[src/rtl/pllis_pkg.sv]
// Package of offsets, field positions and reset values for the PLL input select block
package pllis_pkg;
	// APB register byte offsets
	localparam logic [7:0] PLLIS_BAND_OFS = 8'h00;
	localparam logic [7:0] PLLIS_DZC_OFS = 8'h04;
	localparam logic [7:0] PLLIS_MODE_OFS = 8'h08;
	localparam logic [7:0] PLLIS_STATUS_OFS = 8'h0c;
	// Band select field positions
	localparam int PLLIS_BAND_AM_BIT = 2;
	localparam int PLLIS_BAND_B1_BIT = 1;
	localparam int PLLIS_BAND_B0_BIT = 0;
	// Dead zone field positions (b3, b2)
	localparam int PLLIS_DZC_B3_BIT = 3;
	localparam int PLLIS_DZC_B2_BIT = 2;
	// Mode register field positions
	localparam int PLLIS_MODE_HOLD_EN_BIT = 0;
	localparam int PLLIS_MODE_CLK_STOP_BIT = 1;
	localparam int PLLIS_MODE_PLL_STOP_BIT = 2;
	// Status register field positions
	localparam int PLLIS_ST_HIGHER_BIT = 0;
	localparam int PLLIS_ST_LOWER_BIT = 1;
	localparam int PLLIS_ST_UNLOCK_BIT = 2;
	localparam int PLLIS_ST_BLOCKED_BIT = 3;
	localparam int PLLIS_ST_SUB_ACT_BIT = 4;
	localparam int PLLIS_ST_SRC_FM_BIT = 5;
	localparam int PLLIS_ST_SRC_AM_BIT = 6;
	// Reset values
	localparam logic [2:0] PLLIS_BAND_RST = 3'h0;
	localparam logic [1:0] PLLIS_DZC_RST = 2'h0;
	localparam logic [2:0] PLLIS_MODE_RST = 3'h4;
	// AM band codes on b1,b0
	localparam logic [1:0] PLLIS_AM_SW = 2'h2;
	localparam logic [1:0] PLLIS_AM_MW = 2'h3;
	// Dead zone codes on b3,b2
	localparam logic [1:0] PLLIS_DZ_OFF = 2'h0;
	localparam logic [1:0] PLLIS_DZ_UNL_450 = 2'h1;
	localparam logic [1:0] PLLIS_DZ_UNL_900 = 2'h2;
	localparam logic [1:0] PLLIS_DZ_NORMAL = 2'h3;
	// Comparator states
	typedef enum logic [1:0] {
		PLLIS_CMP_EQUAL = 2'b00,
		PLLIS_CMP_HIGHER = 2'b01,
		PLLIS_CMP_LOWER = 2'b10
	} pllis_cmp_t;
endpackage

[src/rtl/pllis_top.sv]
// PLL input select, gating and charge pump output control with APB registers
//
// Overview of operation
// - With FM chosen the FM oscillator feeds the divider and the two band bits are ignored.
// - With AM chosen, band bits 1,0 pick short wave and 1,1 pick medium and long wave.
// - Both oscillator inputs are blocked while hold mode is enabled and the hold pin is low.
// - Both oscillator inputs are blocked in clock stop, during power-on reset and with the PLL stopped.
// - Dead zone code 00 floats the sub pump and code 11 runs it whenever the main pumps drive.
// - Codes 01 and 10 run the sub pump only when unlocked, at the 450 kHz or 900 kHz setting.
// - The second pump drives low when the divided oscillator is higher and high when lower.
// - The second pump floats when the divided oscillator matches the reference.
// - The second pump floats while hold mode is enabled and the hold pin is low.
// - The second pump floats in clock stop, during power-on reset and with the PLL stopped.
// - The main pumps drive high when higher, low when lower and float when matched.
`timescale 1ns/1ps
`default_nettype none
module pllis_top
	import pllis_pkg::*;
(
	input wire logic pclk, // System clock, 10 MHz
	input wire logic presetn, // Async reset, active low
	input wire logic psel, // APB select
	input wire logic penable, // APB enable
	input wire logic pwrite, // APB direction
	input wire logic [7:0] paddr, // APB byte address
	input wire logic [31:0] pwdata, // APB write data
	input wire logic [3:0] pstrb, // APB byte strobes
	output logic [31:0] prdata, // APB read data
	output logic pready, // APB ready
	output logic pslverr, // APB error, unmapped address
	input wire logic fm_lo_input, // FM local oscillator
	input wire logic am_lo_input, // AM local oscillator
	input wire logic hold_pin_n, // Hold pin, active low
	input wire logic power_on_reset, // Power-on reset in progress
	input wire logic divided_lo, // Divider output
	input wire logic ref_pulse, // Reference clock
	input wire logic unlock, // Unlock detector flag
	output logic divider_input, // Selected oscillator to divider
	output logic am_band_mw, // AM band is medium/long wave
	output logic main_pump_output_a, // Main pump A level
	output logic main_pump_output_a_oe, // Main pump A drive enable
	output logic main_pump_output_b, // Main pump B level
	output logic main_pump_output_b_oe, // Main pump B drive enable
	output logic second_pump_output, // Second pump level
	output logic second_pump_output_oe, // Second pump drive enable
	output logic sub_pump_output, // Sub pump level
	output logic sub_pump_output_oe, // Sub pump drive enable
	output logic sub_pump_rate_900 // Sub pump 900 kHz setting
);
	// State of the block apart from the comparator direction held in u_cmp
	typedef struct packed {
		logic [2:0] band_select_code;
		logic [1:0] dead_zone_control_cmd;
		logic [2:0] mode;
		logic div_last;
		logic ref_last;
		logic [31:0] prdata;
		logic pready;
		logic pslverr;
		logic divider_input;
		logic am_band_mw;
		logic main_a;
		logic main_a_oe;
		logic main_b;
		logic main_b_oe;
		logic second;
		logic second_oe;
		logic sub;
		logic sub_oe;
		logic sub_900;
	} pllis_state_t;

	localparam pllis_state_t PLLIS_STATE_RST = '{
		band_select_code: PLLIS_BAND_RST,
		dead_zone_control_cmd: PLLIS_DZC_RST,
		mode: PLLIS_MODE_RST,
		div_last: 1'b0,
		ref_last: 1'b0,
		prdata: 32'h00000000,
		pready: 1'b0,
		pslverr: 1'b0,
		divider_input: 1'b0,
		am_band_mw: 1'b0,
		main_a: 1'b0,
		main_a_oe: 1'b0,
		main_b: 1'b0,
		main_b_oe: 1'b0,
		second: 1'b0,
		second_oe: 1'b0,
		sub: 1'b0,
		sub_oe: 1'b0,
		sub_900: 1'b0
	};

	pllis_state_t cur;
	pllis_state_t next_state;

	logic blocked;
	logic hold_block;
	logic stop_block;
	logic div_edge;
	logic ref_edge;
	logic feed;
	logic sel_fm;
	logic sel_am;
	pllis_cmp_t cmp;

	// Rising edge of a sampled level
	function automatic logic pllis_rise(input logic now, input logic last);
		pllis_rise = now & ~last;
	endfunction

	// Address decode shared by the read and write paths
	function automatic logic pllis_mapped(input logic [7:0] addr);
		pllis_mapped = (addr == PLLIS_BAND_OFS) || (addr == PLLIS_DZC_OFS) ||
			(addr == PLLIS_MODE_OFS) || (addr == PLLIS_STATUS_OFS);
	endfunction

	assign hold_block = cur.mode[PLLIS_MODE_HOLD_EN_BIT] & ~hold_pin_n;
	assign stop_block = cur.mode[PLLIS_MODE_CLK_STOP_BIT] | cur.mode[PLLIS_MODE_PLL_STOP_BIT] | power_on_reset;
	assign blocked = hold_block | stop_block;

	assign div_edge = pllis_rise(divided_lo, cur.div_last);
	assign ref_edge = pllis_rise(ref_pulse, cur.ref_last);

	// Input selection and gating toward the divider
	pllis_lo_gate u_gate (
		.band_select_code(cur.band_select_code),
		.fm_lo_input(fm_lo_input),
		.am_lo_input(am_lo_input),
		.blocked(blocked),
		.divider_feed(feed),
		.sel_fm(sel_fm),
		.sel_am(sel_am)
	);

	// Comparator is held at equal while blocked so stale direction never resumes
	pllis_phase_cmp u_cmp (
		.pclk(pclk),
		.presetn(presetn),
		.clear(blocked),
		.div_edge(div_edge),
		.ref_edge(ref_edge),
		.cmp(cmp)
	);

	// Next state of registers, bus and pump outputs
	always_comb begin
		logic higher;
		logic lower;
		logic drive;
		logic sub_run;
		logic [31:0] rd;
		next_state = cur;
		higher = (cmp == PLLIS_CMP_HIGHER);
		lower = (cmp == PLLIS_CMP_LOWER);
		drive = 1'b0;
		sub_run = 1'b0;
		rd = 32'h00000000;

		// Edge history for the comparator
		next_state.div_last = divided_lo;
		next_state.ref_last = ref_pulse;

		// APB answer: ready comes one cycle after setup, data fixed then
		next_state.pready = psel & ~penable;
		next_state.pslverr = psel & ~penable & ~pllis_mapped(paddr);
		if (psel && !penable) begin
			unique case (paddr)
				PLLIS_BAND_OFS: rd[2:0] = cur.band_select_code;
				PLLIS_DZC_OFS: begin
					rd[PLLIS_DZC_B3_BIT] = cur.dead_zone_control_cmd[1];
					rd[PLLIS_DZC_B2_BIT] = cur.dead_zone_control_cmd[0];
				end
				PLLIS_MODE_OFS: rd[2:0] = cur.mode;
				PLLIS_STATUS_OFS: begin
					rd[PLLIS_ST_HIGHER_BIT] = higher;
					rd[PLLIS_ST_LOWER_BIT] = lower;
					rd[PLLIS_ST_UNLOCK_BIT] = unlock;
					rd[PLLIS_ST_BLOCKED_BIT] = blocked;
					rd[PLLIS_ST_SUB_ACT_BIT] = cur.sub_oe;
					rd[PLLIS_ST_SRC_FM_BIT] = sel_fm;
					rd[PLLIS_ST_SRC_AM_BIT] = sel_am;
				end
				default: rd = 32'h00000000;
			endcase
			next_state.prdata = rd;
		end

		// Write commits at the access edge where ready is high; low lane only
		if (psel && penable && cur.pready && pwrite && pstrb[0] && !cur.pslverr) begin
			unique case (paddr)
				PLLIS_BAND_OFS: next_state.band_select_code = pwdata[2:0];
				PLLIS_DZC_OFS: begin
					next_state.dead_zone_control_cmd = {pwdata[PLLIS_DZC_B3_BIT], pwdata[PLLIS_DZC_B2_BIT]};
				end
				PLLIS_MODE_OFS: next_state.mode = pwdata[2:0];
				default: next_state.mode = cur.mode;
			endcase
		end

		next_state.divider_input = feed;
		next_state.am_band_mw = sel_am & cur.band_select_code[PLLIS_BAND_B0_BIT];

		// drive only with a direction and no gate
		drive = (higher | lower) & ~blocked;

		next_state.main_a = higher;
		next_state.main_b = higher;
		next_state.main_a_oe = drive;
		next_state.main_b_oe = drive;

		next_state.second = lower;
		next_state.second_oe = drive;

		unique case (cur.dead_zone_control_cmd)
			PLLIS_DZ_OFF: sub_run = 1'b0;
			PLLIS_DZ_UNL_450: sub_run = unlock;
			PLLIS_DZ_UNL_900: sub_run = unlock;
			PLLIS_DZ_NORMAL: sub_run = 1'b1;
		endcase
		// Sub pump follows main polarity, also silenced by the input gate
		next_state.sub = higher;
		next_state.sub_oe = sub_run & drive;
		next_state.sub_900 = (cur.dead_zone_control_cmd == PLLIS_DZ_UNL_900);
	end

	// Single state register
	always_ff @(posedge pclk or negedge presetn) begin
		if (!presetn) begin
			cur <= PLLIS_STATE_RST;
		end else begin
			cur <= next_state;
		end
	end

	// Outputs straight from the state flops
	assign prdata = cur.prdata;
	assign pready = cur.pready;
	assign pslverr = cur.pslverr;
	assign divider_input = cur.divider_input;
	assign am_band_mw = cur.am_band_mw;
	assign main_pump_output_a = cur.main_a;
	assign main_pump_output_a_oe = cur.main_a_oe;
	assign main_pump_output_b = cur.main_b;
	assign main_pump_output_b_oe = cur.main_b_oe;
	assign second_pump_output = cur.second;
	assign second_pump_output_oe = cur.second_oe;
	assign sub_pump_output = cur.sub;
	assign sub_pump_output_oe = cur.sub_oe;
	assign sub_pump_rate_900 = cur.sub_900;
endmodule
`default_nettype wire

[src/rtl/pllis_lo_gate.sv]
// Local oscillator input selector and gate feeding the divider
`timescale 1ns/1ps
`default_nettype none
module pllis_lo_gate
	import pllis_pkg::*;
(
	input wire logic [2:0] band_select_code, // AM flag and b1,b0
	input wire logic fm_lo_input, // FM oscillator level
	input wire logic am_lo_input, // AM oscillator level
	input wire logic blocked, // Inputs disabled
	output logic divider_feed, // Selected oscillator
	output logic sel_fm, // FM path open
	output logic sel_am // AM path open
);
	logic [1:0] am_band;

	// Band bits only matter on the AM path
	assign am_band = {band_select_code[PLLIS_BAND_B1_BIT], band_select_code[PLLIS_BAND_B0_BIT]};

	// Path choice and gating
	always_comb begin
		sel_fm = 1'b0;
		sel_am = 1'b0;
		if (!blocked) begin
			if (!band_select_code[PLLIS_BAND_AM_BIT]) begin
				sel_fm = 1'b1;
			end else if (am_band == PLLIS_AM_SW || am_band == PLLIS_AM_MW) begin
				sel_am = 1'b1;
			end
		end
		divider_feed = (sel_fm & fm_lo_input) | (sel_am & am_lo_input);
	end
endmodule
`default_nettype wire

[src/rtl/pllis_phase_cmp.sv]
// Phase frequency comparator of divided oscillator against reference
`timescale 1ns/1ps
`default_nettype none
module pllis_phase_cmp
	import pllis_pkg::*;
(
	input wire logic pclk, // System clock
	input wire logic presetn, // Async reset, active low
	input wire logic clear, // Force equal state
	input wire logic div_edge, // Divided oscillator rising edge
	input wire logic ref_edge, // Reference rising edge
	output pllis_cmp_t cmp // Higher, lower or equal
);
	typedef struct packed {
		pllis_cmp_t cmp;
	} pllis_pc_state_t;

	pllis_pc_state_t cur;
	pllis_pc_state_t nxt;

	always_comb begin
		nxt = cur;
		if (clear) begin
			nxt.cmp = PLLIS_CMP_EQUAL;
		end else if (div_edge && !ref_edge) begin
			unique case (cur.cmp)
				PLLIS_CMP_LOWER: nxt.cmp = PLLIS_CMP_EQUAL;
				PLLIS_CMP_EQUAL: nxt.cmp = PLLIS_CMP_HIGHER;
				PLLIS_CMP_HIGHER: nxt.cmp = PLLIS_CMP_HIGHER;
				default: nxt.cmp = PLLIS_CMP_EQUAL;
			endcase
		end else if (ref_edge && !div_edge) begin
			unique case (cur.cmp)
				PLLIS_CMP_HIGHER: nxt.cmp = PLLIS_CMP_EQUAL;
				PLLIS_CMP_EQUAL: nxt.cmp = PLLIS_CMP_LOWER;
				PLLIS_CMP_LOWER: nxt.cmp = PLLIS_CMP_LOWER;
				default: nxt.cmp = PLLIS_CMP_EQUAL;
			endcase
		end
	end

	// State register
	always_ff @(posedge pclk or negedge presetn) begin
		if (!presetn) begin
			cur <= '{cmp: PLLIS_CMP_EQUAL};
		end else begin
			cur <= nxt;
		end
	end

	assign cmp = cur.cmp;
endmodule
`default_nettype wire

[config.mk]
export PLATFORM = sky130hd
export DESIGN_NAME = pllis_top
export DESIGN_NICKNAME = d
export VERILOG_FILES = /design/src/rtl/pllis_pkg.sv /design/src/rtl/pllis_top.sv /design/src/rtl/pllis_lo_gate.sv /design/src/rtl/pllis_phase_cmp.sv
export SDC_FILE = /design/constraint.sdc
export NUM_CORES = 1
export LEC_CHECK = 0
export ABC_AREA = 1
export BUFFER_PORTS_ARGS = -buffer_cell sky130_fd_sc_hd__buf_2
export CORE_AREA = 2 2 65 73
export DETAILED_ROUTE_END_ITERATION = 10
export DIE_AREA = 0 0 67 75
export PLACE_DENSITY = 0.74
export SKIP_CTS_REPAIR_TIMING = 1
export SLEW_MARGIN = 40
export SYNTH_ARGS = -nofsm -noshare
export SYNTH_HDL_FRONTEND = slang
export SYNTH_HIERARCHICAL = 1
export SYNTH_SLANG_ARGS = --single-unit
export TNS_END_PERCENT = 100
[constraint.sdc]
create_clock -name pclk -period 1.75 [get_ports pclk]
set_input_delay 0.0875 -clock pclk [delete_from_list [all_inputs] [get_ports pclk]]
set_output_delay 0.0875 -clock pclk [all_outputs]
set_load 0.005 [all_outputs]
==> qor.yml <==
synth_top_family_by_area: "simple AND/OR/NAND/NOR gates"
cts_inserted_buffers: 3
die_x_microns: 67
startpoint_type: "flip-flop"
first_pass_iters: 4
maxSlewHeadroom_pct: 59.5
drt_iter0_drc: 37
grt_usage_pct: 11.9
grt_max_degree: 29
crit_type: "flip-flop to flip-flop"
hp-start: "fm_lo_input"
fin_setup_tns_ns: 0
diodes: 0
fillerInstances: 458
synth_seq_cells: 28
synth_compound_area_share_pct: 4.99
p_leak_uw: 0.00112
start_util_pct: 39.5
r2r_start: "cur[49]$_DFFE_PN1P_"
fmax_mhz: 740
drt.antenna.violating_nets: 0
irDropWorstVdd_uv: 283
synth_area_sq_um: 1680
synthSimpleGateAreaFrac_pct: 26.1
whs_path_depth: 3
rsz0062_at_grt: "false"
final_nets: 298
seq_area_frac_synth_pct: 41.8
critPathCaptureType: "flip-flop"
whs_ns: 0.0292
antenna_found_initial: 0
worst_r2r_path_depth: 5
grt-ovfl-total: 0
dieArea_sq_um: 5030
reg2reg_to: "u_cmp/cmp[1]$_DFFE_PN0P_"
dp_cells: 282
hold_violations: 0
setup_viol: 0
drc: 0
cp_max_fo: 7
post-dp-hpwl_microns: 2240
area_growth_pct: 11.2
h-tree-depth: 1
cts.clk_slew.worst_paths_ns: 0.09
cts_tree: "done"
wirelength_microns: 2750
fin_worst_skew_ns: 0.00666
grt_pass1_vias: 1063
muxShareOfSynthArea_pct: 0
finalNonFillerCells: 289
numClockSinks: 28
clockBufferDepth: 2
cp-startpoint: "cur[49]$_DFFE_PN1P_"
fin_crit_ns: 1.35
port_buffers: 44
synth-warning-count: 6
drive_above_1_share_pct: 31.1
hold_path_class: "input port to flip-flop"
vias: 1185
whs_endpoint: "divider_input$_DFF_PN0_"
cts-root-buf: "clkbuf_8"
regToRegSetupSlack_ns: 0.40
synthAdderAreaFrac_pct: 4.47
synth_cells: 197
insertion_delay_ns: 0.27
cp.required_ns: 1.92
via_per_inst: 4.10
grt_pass1_wl_microns: 4510
synth_xor_area_share_pct: 0
routedWlPerCell_microns: 9.52
powerDensity_nw_per_um2: 647
yosys.cell_types.count: 27
arrival_ns: 1.52
status: "finished clean"
slew_violations: 0
avgSynthCellArea_sq_um: 8.53
io_pins: 101
rows: 25
worstMarginPinSlew_ns: 0.608
fin_crit_sh_pct: 77.2
gp_congestion: 0.828
core-area_sq_um: 4250
die_h_microns: 75
drv_cap: 0
[area by class of cell]
class                   count  area [sq um]  area share, %
flip-flops and latches     28           702           37.6
multi-input cells         130           691           37.0
repair buffers             47           250           13.4
inverters                  26           103           5.49
well taps                  54          67.6           3.62
clock buffers               4          55.1           2.95
[power breakdown]
| part | total, uW | switching, uW | internal [uW] |
|---|---|---|---|
| clock | 392 | 190 | 201 |
| sequential | 670 | 8.25 | 662 |
| combinational | 147 | 91.4 | 55.6 |
[how the worst max path moves through the flow]
stage | to | cells past startpoint
2_1_floorplan | u_cmp/cmp[1]$_DFFE_PN0P_ | 5
3_3_place_gp | u_cmp/cmp[1]$_DFFE_PN0P_ | 5
3_5_place_dp | u_cmp/cmp[1]$_DFFE_PN0P_ | 5
4_1_cts | u_cmp/cmp[1]$_DFFE_PN0P_ | 5
5_1_grt | u_cmp/cmp[1]$_DFFE_PN0P_ | 5
6_report | u_cmp/cmp[1]$_DFFE_PN0P_ | 5
[placed cells by master, fill, tap and decap left out, types with 2 or more instances in the layout]
cell / n
dfrtp_1: 27
inv_1: 20
dlygate4sd3_1: 3
nand2_1: 38
nor2_4: 2
a21oi_1: 2
nand3_1: 13
nand2_4: 2
o21ai_1: 10
nor2_2: 6
a21oi_2: 2
inv_2: 5
nand2_2: 2
buf_2: 44
ha_1: 6
nor2_1: 14
clkbuf_8: 4
conb_1: 25
[state kept, by name, summed over array words and instances (netlist names)]
| register | cells |
|---|---|
| cur | 10 |
| prdata | 7 |
| u_cmp/cmp | 2 |
| am_band_mw | 1 |
| divider_input | 1 |
| pready | 1 |
| pslverr | 1 |
| second_pump_output | 1 |
| second_pump_output_oe | 1 |
| sub_pump_output | 1 |
| sub_pump_output_oe | 1 |
| sub_pump_rate_900 | 1 |
[Yosys cell counts]
| cell | instances | area share (%) |
|---|---|---|
| a21oi_1 | 2 | 0.60 |
| a21oi_2 | 2 | 1.0 |
| a31oi_1 | 1 | 0.37 |
| buf_2 | 1 | 0.30 |
| buf_4 | 36 | 16 |
| conb_1 | 1 | 0.22 |
| dfrtp_1 | 27 | 40 |
| dfstp_2 | 1 | 1.6 |
| ha_1 | 6 | 4.5 |
| inv_1 | 20 | 4.5 |
| inv_2 | 5 | 1.1 |
| inv_6 | 1 | 0.52 |
| nand2_1 | 38 | 8.5 |
| nand2_2 | 2 | 0.74 |
| nand2_4 | 2 | 1.3 |
| nand2b_4 | 1 | 0.82 |
| nand3_1 | 13 | 3.9 |
| nand4_1 | 1 | 0.37 |
| nand4_4 | 1 | 1.3 |
| nor2_1 | 14 | 3.1 |
| nor2_2 | 6 | 2.2 |
| nor2_4 | 2 | 1.3 |
| nor2_8 | 1 | 1.2 |
| nor3_1 | 1 | 0.30 |
| nor3_2 | 1 | 0.60 |
| nor4_1 | 1 | 0.37 |
| o21ai_1 | 10 | 3.0 |
[critical path, stage by stage, from the launching register on]
cell and delay [ns]:
dfstp_2 0.55, nor3_1 0.05, o21ai_1 0.32, inv_1 0.16, nand3_1 0.12, nand2_1 0.05
[kinds of logic (layout without fill, tap and decap cells)]
| family | count (synthesis) | in the layout |
|---|---|---|
| buffers and inverters | 63 | 77 |
| DFF | 28 | 28 |
| AOI/OAI and AO/OA | 15 | 15 |
| and+or+nand+nor | 84 | 84 |
| adders and majority gates | 6 | 6 |
| other | 1 | 25 |
[routing by layer]
| metal | share of wire (%) | vias to the layer above | routed length (microns) | track usage (%) |
|---|---|---|---|---|
| met5 | 0 | - | 0 | 0 |
| met1 | 43 | 518 | 1180 | 15.0 |
| li1 | - | 626 | - | - |
| met4 | 2.0 | 0 | 56 | 6.12 |
| met3 | 6.3 | 5 | 172 | 2.39 |
| met2 | 49 | 36 | 1340 | 19.6 |
[per-stage QoR]
| stage | total power [uW] | util [%] | area (sq um) | worst slack (ns) |
|---|---|---|---|---|
| floorplan | 806 | - | 1770 | 0.607 |
| global placement | 824 | 41.9 | 1780 | 0.425 |
| detailed placement | 827 | 41.9 | 1780 | 0.402 |
| CTS | 1220 | 43.2 | 1840 | 0.391 |
| global route | 1270 | 43.9 | 1870 | 0.283 |
| finish | 1210 | 43.9 | 1870 | 0.398 |
Note: power is estimated with default switching activity, not from simulation.
